File: src/eqasr_defines.svh
`ifndef EQASR_DEFINES_SVH
`define EQASR_DEFINES_SVH

// Shared register offsets
`define EQASR_OFS_STRAP_OBS    8'h00
`define EQASR_OFS_SOFT_RST     8'h04
`define EQASR_OFS_STRAP_EN     8'h06
`define EQASR_OFS_REVISION     8'hF0
`define EQASR_OFS_CHAN_CTRL    8'hFF

// Channel register offsets
`define EQASR_OFS_CDR_CTRL     8'h0A
`define EQASR_OFS_EYE_CFG      8'h11
`define EQASR_OFS_THRESH       8'h32
`define EQASR_OFS_INT_STATUS   8'h54
`define EQASR_OFS_INT_MASK     8'h56

// Reset values
`define EQASR_RST_STRAP_OBS    4'h0
`define EQASR_RST_SOFT_RST     8'h01
`define EQASR_RST_STRAP_EN     8'h00
`define EQASR_RST_CHAN_CTRL    8'h00
`define EQASR_RST_CDR_CTRL     8'h00
`define EQASR_RST_EYE_CFG      8'h20
`define EQASR_RST_THRESH       8'h00
`define EQASR_RST_INT_MASK     8'h00
// Arbitrary revision value
`define EQASR_REVISION_CODE    8'h5A

// Field positions
`define EQASR_BIT_SOFT_RST     6
`define EQASR_BIT_ROUTE_INT    5
`define EQASR_BIT_CHAN_SEL     2
`define EQASR_BIT_EYE_OFF      5
`define EQASR_CDR_RST_HI       3
`define EQASR_CDR_RST_LO       2
`define EQASR_INT_SIGDET       7
`define EQASR_INT_LOCK         6
`define EQASR_INT_EYE          3
`define EQASR_INT_LOCK_LOSS    2

// Strap observation opens above this test-control value
`define EQASR_STRAP_EN_MIN     4'h9
// Upper three bits of the management address; straps give the low four
`define EQASR_DEV_ADDR_HI      3'h5
`define EQASR_BYTE_LAST        4'h8

`endif

File: src/eqasr_pkg.sv
package eqasr_pkg;

    typedef enum logic [3:0] {
        EQASR_ST_IDLE = 4'h0,
        EQASR_ST_ADDR = 4'h1,
        EQASR_ST_ACKA = 4'h3,
        EQASR_ST_REG  = 4'h2,
        EQASR_ST_ACKR = 4'h6,
        EQASR_ST_WR   = 4'h7,
        EQASR_ST_ACKW = 4'h5,
        EQASR_ST_RD   = 4'h4,
        EQASR_ST_RACK = 4'hC
    } eqasr_mgmt_state_t;

    typedef logic [7:0] eqasr_byte_t;

endpackage

File: src/eqasr_mgmt_slave.sv
`timescale 1ns/1ps
`include "eqasr_defines.svh"

module eqasr_mgmt_slave
(
    input  wire logic               clk_sys,
    input  wire logic               reset,
    input  wire logic               scl_pin,
    input  wire logic               sda_in,
    input  wire logic [3:0]         strap_sync,
    input  wire eqasr_pkg::eqasr_byte_t rdata,
    output logic                    sda_oe,
    output eqasr_pkg::eqasr_byte_t  reg_addr,
    output eqasr_pkg::eqasr_byte_t  wdata,
    output logic                    wr_strobe,
    output logic                    rd_strobe
);
    import eqasr_pkg::*;

    logic [1:0]        scl_meta;
    logic [1:0]        sda_meta;
    logic              scl_d;
    logic              sda_d;
    eqasr_mgmt_state_t state;
    eqasr_byte_t       shreg;
    logic [3:0]        count;
    logic              rd_mode;
    logic              nacked;
    logic              scl_rise;
    logic              scl_fall;
    logic              start_cond;
    logic              stop_cond;

    // Only the second and third stages feed any logic
    always_ff @(posedge clk_sys)
    begin
        scl_meta <= {scl_meta[0], scl_pin};
        sda_meta <= {sda_meta[0], sda_in};
        scl_d    <= scl_meta[1];
        sda_d    <= sda_meta[1];
    end

    assign scl_rise   = scl_meta[1] & ~scl_d;
    assign scl_fall   = ~scl_meta[1] & scl_d;
    assign start_cond = scl_meta[1] & scl_d & sda_d & ~sda_meta[1];
    assign stop_cond  = scl_meta[1] & scl_d & ~sda_d & sda_meta[1];

    always_ff @(posedge clk_sys)
    begin
        wr_strobe <= 1'b0;
        rd_strobe <= 1'b0;
        if (reset || stop_cond)
        begin
            state  <= EQASR_ST_IDLE;
            sda_oe <= 1'b0;
            count  <= 4'h0;
            if (reset)
            begin
                shreg    <= 8'h00;
                reg_addr <= 8'h00;
                wdata    <= 8'h00;
                rd_mode  <= 1'b0;
                nacked   <= 1'b0;
            end
        end
        else if (start_cond)
        begin
            state  <= EQASR_ST_ADDR;
            sda_oe <= 1'b0;
            count  <= 4'h0;
        end
        else if (scl_rise)
        begin
            case (state)
                EQASR_ST_ADDR, EQASR_ST_REG, EQASR_ST_WR:
                begin
                    shreg <= {shreg[6:0], sda_meta[1]};
                    count <= count + 4'h1;
                end
                EQASR_ST_RD:
                begin
                    shreg <= {shreg[6:0], 1'b0};
                    count <= count + 4'h1;
                end
                EQASR_ST_RACK:
                begin
                    nacked   <= sda_meta[1];
                    reg_addr <= reg_addr + 8'h01;
                end
                default:
                begin
                end
            endcase
        end
        else if (scl_fall)
        begin
            case (state)
                EQASR_ST_ADDR:
                    if (count == `EQASR_BYTE_LAST)
                    begin
                        if (shreg[7:1] == {`EQASR_DEV_ADDR_HI, strap_sync})
                        begin
                            sda_oe  <= 1'b1;
                            rd_mode <= shreg[0];
                            state   <= EQASR_ST_ACKA;
                        end
                        else
                            state <= EQASR_ST_IDLE;
                    end
                EQASR_ST_ACKA:
                begin
                    count <= 4'h0;
                    if (rd_mode)
                    begin
                        shreg     <= rdata;
                        sda_oe    <= ~rdata[7];
                        rd_strobe <= 1'b1;
                        state     <= EQASR_ST_RD;
                    end
                    else
                    begin
                        sda_oe <= 1'b0;
                        state  <= EQASR_ST_REG;
                    end
                end
                EQASR_ST_REG:
                    if (count == `EQASR_BYTE_LAST)
                    begin
                        sda_oe   <= 1'b1;
                        reg_addr <= shreg;
                        state    <= EQASR_ST_ACKR;
                    end
                EQASR_ST_ACKR, EQASR_ST_ACKW:
                begin
                    sda_oe <= 1'b0;
                    count  <= 4'h0;
                    state  <= EQASR_ST_WR;
                    if (state == EQASR_ST_ACKW)
                        reg_addr <= reg_addr + 8'h01;
                end
                EQASR_ST_WR:
                    if (count == `EQASR_BYTE_LAST)
                    begin
                        sda_oe    <= 1'b1;
                        wdata     <= shreg;
                        wr_strobe <= 1'b1;
                        state     <= EQASR_ST_ACKW;
                    end
                EQASR_ST_RD:
                    if (count == `EQASR_BYTE_LAST)
                    begin
                        sda_oe <= 1'b0;
                        state  <= EQASR_ST_RACK;
                    end
                    else
                        sda_oe <= ~shreg[7];
                EQASR_ST_RACK:
                begin
                    count <= 4'h0;
                    if (nacked)
                    begin
                        sda_oe <= 1'b0;
                        state  <= EQASR_ST_IDLE;
                    end
                    else
                    begin
                        shreg     <= rdata;
                        sda_oe    <= ~rdata[7];
                        rd_strobe <= 1'b1;
                        state     <= EQASR_ST_RD;
                    end
                end
                default:
                begin
                end
            endcase
        end
    end

endmodule // eqasr_mgmt_slave

File: src/eqasr_top.sv
// Operation
// - The eye alert fires when the measured vertical opening drops below the threshold field times 4 steps of 3.125 mV.
// - Channel-control bit 5 routes the interrupt onto the loss-of-signal pin when 1, signal detect when 0, reset 0.
// - Shared register 0x00 bits 7:4 show the four address straps only while test control is above 9.
// - Writing 1 to bit 6 of shared register 0x04 returns all shared registers except channel control to defaults.
// - Channel-control bit 2 steers accesses to the channel set when 1 and the shared set when 0.
// - The interrupt status register holds the eye event in bit 3 and clears wholly on read.
`timescale 1ns/1ps
`include "eqasr_defines.svh"

module eqasr_top
(
    input  wire logic        clk_sys,
    input  wire logic        reset,
    input  wire logic        scl_pin,
    input  wire logic        sda_in,
    output logic             sda_out,
    output logic             sda_oe,
    input  wire logic [3:0]  strap_pin,
    input  wire logic [7:0]  eye_opening,
    input  wire logic        sig_det,
    input  wire logic        cdr_lock,
    output logic             los_pin,
    output logic             eye_monitor_en,
    output logic             cdr_reset
);
    import eqasr_pkg::*;

    logic [3:0]  strap_meta;
    logic [3:0]  strap_sync;
    eqasr_byte_t reg_addr;
    eqasr_byte_t wdata;
    eqasr_byte_t rdata;
    logic        wr_strobe;
    logic        rd_strobe;
    logic [3:0]  strap_obs_low;
    eqasr_byte_t soft_rst;
    eqasr_byte_t strap_en;
    eqasr_byte_t revision;
    eqasr_byte_t chan_ctrl;
    eqasr_byte_t cdr_ctrl;
    eqasr_byte_t eye_cfg;
    eqasr_byte_t thresh;
    eqasr_byte_t int_mask;
    eqasr_byte_t int_status;
    logic        act_eye_en;
    logic [3:0]  act_thresh;
    eqasr_byte_t act_mask;
    logic        cdr_rst_q;
    logic        eye_below;
    logic        eye_below_q;
    logic        sig_det_q;
    logic        cdr_lock_q;
    logic        chan_sel;
    logic        shared_wr;
    logic        chan_wr;
    logic        soft_rst_hit;
    logic        cdr_release;
    logic        strap_visible;
    eqasr_byte_t next_int_status;

    eqasr_mgmt_slave u_mgmt
    (
        .clk_sys    (clk_sys),
        .reset      (reset),
        .scl_pin    (scl_pin),
        .sda_in     (sda_in),
        .strap_sync (strap_sync),
        .rdata      (rdata),
        .sda_oe     (sda_oe),
        .reg_addr   (reg_addr),
        .wdata      (wdata),
        .wr_strobe  (wr_strobe),
        .rd_strobe  (rd_strobe)
    );

    always_ff @(posedge clk_sys)
    begin
        strap_meta <= strap_pin;
        strap_sync <= strap_meta;
    end

    assign chan_sel      = chan_ctrl[`EQASR_BIT_CHAN_SEL];
    assign shared_wr     = wr_strobe & ~chan_sel;
    assign chan_wr       = wr_strobe & chan_sel;
    assign strap_visible = strap_en[3:0] > `EQASR_STRAP_EN_MIN;
    assign soft_rst_hit  = shared_wr && reg_addr == `EQASR_OFS_SOFT_RST
                           && wdata[`EQASR_BIT_SOFT_RST];

    // Shared set; a soft reset write lands the defaults, so bit 6 reads 0
    always_ff @(posedge clk_sys)
    begin
        if (reset || soft_rst_hit)
        begin
            strap_obs_low <= `EQASR_RST_STRAP_OBS;
            soft_rst      <= `EQASR_RST_SOFT_RST;
            strap_en      <= `EQASR_RST_STRAP_EN;
            revision      <= `EQASR_REVISION_CODE;
        end
        else if (shared_wr)
        begin
            if (reg_addr == `EQASR_OFS_STRAP_OBS)
                strap_obs_low <= wdata[3:0];
            else if (reg_addr == `EQASR_OFS_SOFT_RST)
                soft_rst <= wdata;
            else if (reg_addr == `EQASR_OFS_STRAP_EN)
                strap_en <= wdata;
            else if (reg_addr == `EQASR_OFS_REVISION)
                revision <= wdata;
        end
    end

    // Channel control is reachable from both sets
    always_ff @(posedge clk_sys)
    begin
        if (reset)
            chan_ctrl <= `EQASR_RST_CHAN_CTRL;
        else if (wr_strobe && reg_addr == `EQASR_OFS_CHAN_CTRL)
            chan_ctrl <= wdata;
    end

    always_ff @(posedge clk_sys)
    begin
        if (reset)
        begin
            cdr_ctrl <= `EQASR_RST_CDR_CTRL;
            eye_cfg  <= `EQASR_RST_EYE_CFG;
            thresh   <= `EQASR_RST_THRESH;
            int_mask <= `EQASR_RST_INT_MASK;
        end
        else if (chan_wr)
        begin
            if (reg_addr == `EQASR_OFS_CDR_CTRL)
                cdr_ctrl <= wdata;
            else if (reg_addr == `EQASR_OFS_EYE_CFG)
                eye_cfg <= wdata;
            else if (reg_addr == `EQASR_OFS_THRESH)
                thresh <= wdata;
            else if (reg_addr == `EQASR_OFS_INT_MASK)
                int_mask <= wdata;
        end
    end

    // Staged settings go live only as the recovery reset is released
    assign cdr_release = cdr_rst_q
        & ~(|cdr_ctrl[`EQASR_CDR_RST_HI:`EQASR_CDR_RST_LO]);

    always_ff @(posedge clk_sys)
    begin
        if (reset)
        begin
            cdr_rst_q      <= 1'b0;
            act_eye_en     <= 1'b0;
            act_thresh     <= 4'h0;
            act_mask       <= `EQASR_RST_INT_MASK;
            eye_monitor_en <= 1'b0;
            cdr_reset      <= 1'b0;
        end
        else
        begin
            cdr_rst_q <= |cdr_ctrl[`EQASR_CDR_RST_HI:`EQASR_CDR_RST_LO];
            cdr_reset <= |cdr_ctrl[`EQASR_CDR_RST_HI:`EQASR_CDR_RST_LO];
            if (cdr_release)
            begin
                act_eye_en     <= ~eye_cfg[`EQASR_BIT_EYE_OFF];
                act_thresh     <= thresh[3:0];
                act_mask       <= int_mask;
                eye_monitor_en <= ~eye_cfg[`EQASR_BIT_EYE_OFF];
            end
        end
    end

    // Opening is in 3.125 mV steps, threshold field in steps of four
    assign eye_below = act_eye_en & ~cdr_rst_q
        & (eye_opening < {2'h0, act_thresh, 2'h0});

    always_ff @(posedge clk_sys)
    begin
        if (reset)
        begin
            eye_below_q <= 1'b0;
            sig_det_q   <= 1'b0;
            cdr_lock_q  <= 1'b0;
        end
        else
        begin
            eye_below_q <= eye_below;
            sig_det_q   <= sig_det;
            cdr_lock_q  <= cdr_lock;
        end
    end

    // New events win over the clear from a read in the same cycle
    always_comb
    begin
        next_int_status = int_status;
        if (rd_strobe && chan_sel && reg_addr == `EQASR_OFS_INT_STATUS)
            next_int_status = 8'h00;
        if (eye_below && !eye_below_q)
            next_int_status[`EQASR_INT_EYE] = 1'b1;
        if (sig_det && !sig_det_q)
            next_int_status[`EQASR_INT_SIGDET] = 1'b1;
        if (cdr_lock && !cdr_lock_q)
            next_int_status[`EQASR_INT_LOCK] = 1'b1;
        if (!cdr_lock && cdr_lock_q)
            next_int_status[`EQASR_INT_LOCK_LOSS] = 1'b1;
    end

    always_ff @(posedge clk_sys)
    begin
        if (reset)
        begin
            int_status <= 8'h00;
            los_pin    <= 1'b0;
            sda_out    <= 1'b0;
        end
        else
        begin
            int_status <= next_int_status;
            if (chan_ctrl[`EQASR_BIT_ROUTE_INT])
                los_pin <= |(int_status & act_mask);
            else
                los_pin <= sig_det;
            sda_out <= 1'b0;
        end
    end

    // Read mux; unmapped offsets read zero
    always_comb
    begin
        rdata = 8'h00;
        if (reg_addr == `EQASR_OFS_CHAN_CTRL)
            rdata = chan_ctrl;
        else if (!chan_sel && reg_addr == `EQASR_OFS_STRAP_OBS)
            rdata = {strap_visible ? strap_sync : 4'h0, strap_obs_low};
        else if (!chan_sel && reg_addr == `EQASR_OFS_SOFT_RST)
            rdata = soft_rst;
        else if (!chan_sel && reg_addr == `EQASR_OFS_STRAP_EN)
            rdata = strap_en;
        else if (!chan_sel && reg_addr == `EQASR_OFS_REVISION)
            rdata = revision;
        else if (chan_sel && reg_addr == `EQASR_OFS_CDR_CTRL)
            rdata = cdr_ctrl;
        else if (chan_sel && reg_addr == `EQASR_OFS_EYE_CFG)
            rdata = eye_cfg;
        else if (chan_sel && reg_addr == `EQASR_OFS_THRESH)
            rdata = thresh;
        else if (chan_sel && reg_addr == `EQASR_OFS_INT_STATUS)
            rdata = int_status;
        else if (chan_sel && reg_addr == `EQASR_OFS_INT_MASK)
            rdata = int_mask;
    end

endmodule // eqasr_top

File: config.mk
export PLATFORM = sky130hd
export DESIGN_NAME = eqasr_top
export DESIGN_NICKNAME = d
export VERILOG_FILES = /design/src/eqasr_pkg.sv /design/src/eqasr_mgmt_slave.sv /design/src/eqasr_top.sv
export VERILOG_INCLUDE_DIRS = /design/src
export SDC_FILE = /design/constraint.sdc
export NUM_CORES = 1
export LEC_CHECK = 0
export ABC_AREA = 1
export BUFFER_PORTS_ARGS = -buffer_cell sky130_fd_sc_hd__buf_2
export CAP_MARGIN = 20
export CORE_ASPECT_RATIO = 1.75
export CORE_UTILIZATION = 25
export DETAILED_ROUTE_END_ITERATION = 7
export PLACE_DENSITY = 0.39
export SETUP_SLACK_MARGIN = 0.15
export SYNTH_ARGS = -nofsm -noshare
export SYNTH_HDL_FRONTEND = slang
export SYNTH_SLANG_ARGS = --single-unit
File: constraint.sdc
create_clock -name clk_sys -period 3.1 [get_ports clk_sys]
set_input_delay 0.155 -clock clk_sys [delete_from_list [all_inputs] [get_ports clk_sys]]
set_output_delay 0.155 -clock clk_sys [all_outputs]
set_load 0.01 [all_outputs]
==> run_results.csv <==
group,metric,value,unit
hold_path,hold_path_depth,4,
clocking,cts.sinks,137,
critical_path,slowest_delay,0.41,ns
yosys,synth_edf_count,26,
critical_path,arrival,2.77,ns
cells_and_area,nets,882,
yosys,synth_compound_area_share,17.5,%
routing,post_drt_wl_per_cell,16.7,µm
place,place.gp.congestion,0.868,
floorplan,core-area,24600,µm²
sta,tightest_slew,0.631,ns
yosys,syn-num-nets,845,
place,portBuffers,19,
routing,drc_errors,0,
critical_path,crit_chain,"inv_1, ha_1, nand3_1, inv_1, nand2_2, clkinv_1, nand2_1, nand3_1, nor2_1, nand3b_1, nand3_1, nand3b_1, nand2_1, nand2_1",
clocking,clk_pin_slew,0.06,ns
critical_path,crit_path_end_kind,"register",
grt,grt_pass1_vias,5335,
yosys,synth-xor-area-share,1.26,%
yosys,yosysSeqAreaShare,48.0,%
yosys,synthAdderAreaFrac,1.80,%
floorplan,dieArea,25700,µm²
yosys,synthArstFlopShare,0,%
routing,drt-total-wl,19.8,mm
place,dp.final_hpwl,15.2,mm
yosys,postSynthCellCount,818,
hold_path,hold-path-endpoint,"eye_below_q",
critical_path,worst_r2r_path_depth,14,
routing,dr.pass1.iters,5,
sta,max_freq,0.387,GHz
cells_and_area,final_common_cell,"nand2_1",
sta,period_share,83.3,%
critical_path,rr_endpoint,"u_mgmt.shreg[6]",
yosys,synth_area_per_cell,7.64,µm²
grt,grt_max_degree,52,
sta,finalSetupViolCount,0,
sta,skew,0.00770,ns
floorplan,core.rowCount,76,
sta,finalHoldViolCount,0,
hold_path,min_path_type,"input port to register",
grt,track_usage,16.8,%
clocking,clk_root_buffer_cell,"clkbuf_16",
critical_path,path_max_fanout,6,
cells_and_area,area.growth.synth_to_final,17.7,%
yosys,synth_ff_type,"dfxtp_1",
sta,grt_setup_unrepaired,"false",
grt,grt_pass1_wl,30.8,mm
clocking,cts_tree,"built",
outcome,status,"finished clean",
power_and_ir_drop,ir_drop,264,µV
critical_path,critical_path.top_delay_family,"simple AND/OR/NAND/NOR gates",
cells_and_area,final_cell_mix,"nand2_1 (141), inv_1 (115), dfxtp_1 (111), nor2_1 (90), a21oi_1 (88)",
sta,fin_tns_setup,0,ns
routing,vias,5272,
sta,drv_slew,0,
critical_path,r2r_setup_slack,0.52,ns
critical_path,r2r_start,"u_mgmt.reg_addr[0]",
sta,setup_ws,0.517,ns
sta,fin_crit,2.58,ns
critical_path,required,3.29,ns
critical_path,worst_setup_path_start_kind,"register",
place,place_ws,0.502,ns
routing,drt-initial-drc-count,303,
yosys,syn-cell-area,6250,µm²
hold_path,hold_start,"eye_opening[6]",
grt,grt-ovfl-total,0,
clocking,cts_buffer_depth,2,
floorplan,die_w,122,µm
floorplan,initial_core_util,25.4,%
routing,ant_nets,0,
yosys,synth_top_family_by_area,"simple AND/OR/NAND/NOR gates",
sta,slew_headroom,57.8,%
yosys,synth-warning-count,0,
yosys,synthMuxAreaShare,0,%
clocking,clk_latency,0.44,ns
floorplan,num_io_pins,23,
critical_path,crit_type,"register to register",
power_and_ir_drop,powerDensity,562,nW/µm²
critical_path,cp_slowest_cell,"edfxtp_1",
grt,antenna_found_initial,0,
yosys,synth_cell_type_count,42,
power_and_ir_drop,p_leak,3.02,nW
cells_and_area,diodes,0,
clocking,numCtsBuffers,17,
yosys,synth-simple-area-share,22.3,%
cells_and_area,layout-drive-gt1-share,9.33,%
yosys,synth-seq-cells,137,
floorplan,die_h,211,µm
critical_path,crit_buf_inv,3,
flow_run,max_cap_violations,0,
routing,viasPerCell,4.47,
clocking,h-tree-depth,4,
-- report_power, final --
part	switching [W]	internal, W
clock	0.000788	0.00119
sequential	0.0000494	0.00186
combinational	0.000160	0.0000755
-- worst min-delay path, cell delays in order --
cell	delay [ns]
buf_2	0.07
nor2_1	0.03
o2111ai_1	0.13
nor2_1	0.05
-- synth_stat cells (2+ instances only) --
library cell  instances  area (µm²)
nor2_1               90         338
xor2_1                6        52.6
clkinv_1              2        7.51
xnor2_1               3        26.3
a211oi_1              9        67.6
ha_1                  9         113
o31ai_1               2        15.0
o21ai_1               2        10.0
a21oi_1              88         440
nor2_4                5        56.3
edfxtp_1             26         781
nor2_2                4        25.0
nor3_1               11        55.1
o211ai_1              8        60.1
buf_4                 5        37.5
a31oi_1               3        18.8
nor4_1                4        25.0
nand3_1              43         215
dfxtp_1             111        2220
clkbuf_1             10        37.5
o21ai_0              81         405
a221oi_1              2        17.5
inv_2                 6        22.5
nand2_1             141         529
buf_2                 6        30.0
or2_2                 2        12.5
nand3b_1              5        37.5
inv_1               115         432
nand4_1               6        37.5
-- cell type report --
| cell class | count | area [µm²] |
|---|---|---|
| fill | 2658 | 17300 |
| timing repair buffer | 39 | 265 |
| tap | 312 | 390 |
| sequential | 137 | 3000 |
| clock buffer | 22 | 454 |
| clock inverter | 10 | 101 |
| inverter | 123 | 462 |
| multi-input combinational | 537 | 2680 |
-- worst max path at each step --
stage,start,end,slack (ns),cells after the start
3_5_place_dp,u_mgmt.reg_addr[0],u_mgmt.shreg[7],0.50,11
3_3_place_gp,u_mgmt.reg_addr[0],u_mgmt.shreg[7],0.51,11
5_1_grt,u_mgmt.reg_addr[0],u_mgmt.shreg[1],0.30,11
6_report,u_mgmt.reg_addr[0],u_mgmt.shreg[6],0.52,14
2_1_floorplan,u_mgmt.state[0],u_mgmt.shreg[0],0.81,8
4_1_cts,u_mgmt.reg_addr[0],u_mgmt.shreg[6],0.48,14
-- per-stage QoR --
stage          hold WS, ns  instance area [µm²]  utilization [%]  total power, W  std cells
6_report            0.0515                 7360             29.9         0.00413       1180
2_1_floorplan        0.183                 6250                -         0.00208        818
4_1_cts             0.0541                 7360             29.9         0.00419       1180
3_5_place_dp         0.259                 6720             27.3         0.00219       1140
3_3_place_gp         0.258                 6720             27.3         0.00219       1140
5_1_grt             0.0781                 7360             29.9         0.00430       1180
-- timing repair --
action                    CTS  global route
resized for setup           0             0
setup buffers               0             0
hold buffers                8             0
hold endpoints to repair    9             0
-- layer usage --
| metal | share of wire (%) | global-route usage (%) | wire [µm] |
|---|---|---|---|
| met5 | 0 | 0 | 0 |
| met4 | 3.3 | 9.71 | 656 |
| met3 | 2.0 | 2.65 | 386 |
| met2 | 59 | 33.1 | 11600 |
| met1 | 36 | 15.7 | 7140 |
-- cell families after synthesis --
logic type,after synthesis
flops,137
xor+xnor,9
buf+inv,144
simple gates,316
fa+ha+maj,9
compound gates,202
other cells,1
Power figures use the tool's default switching activity.
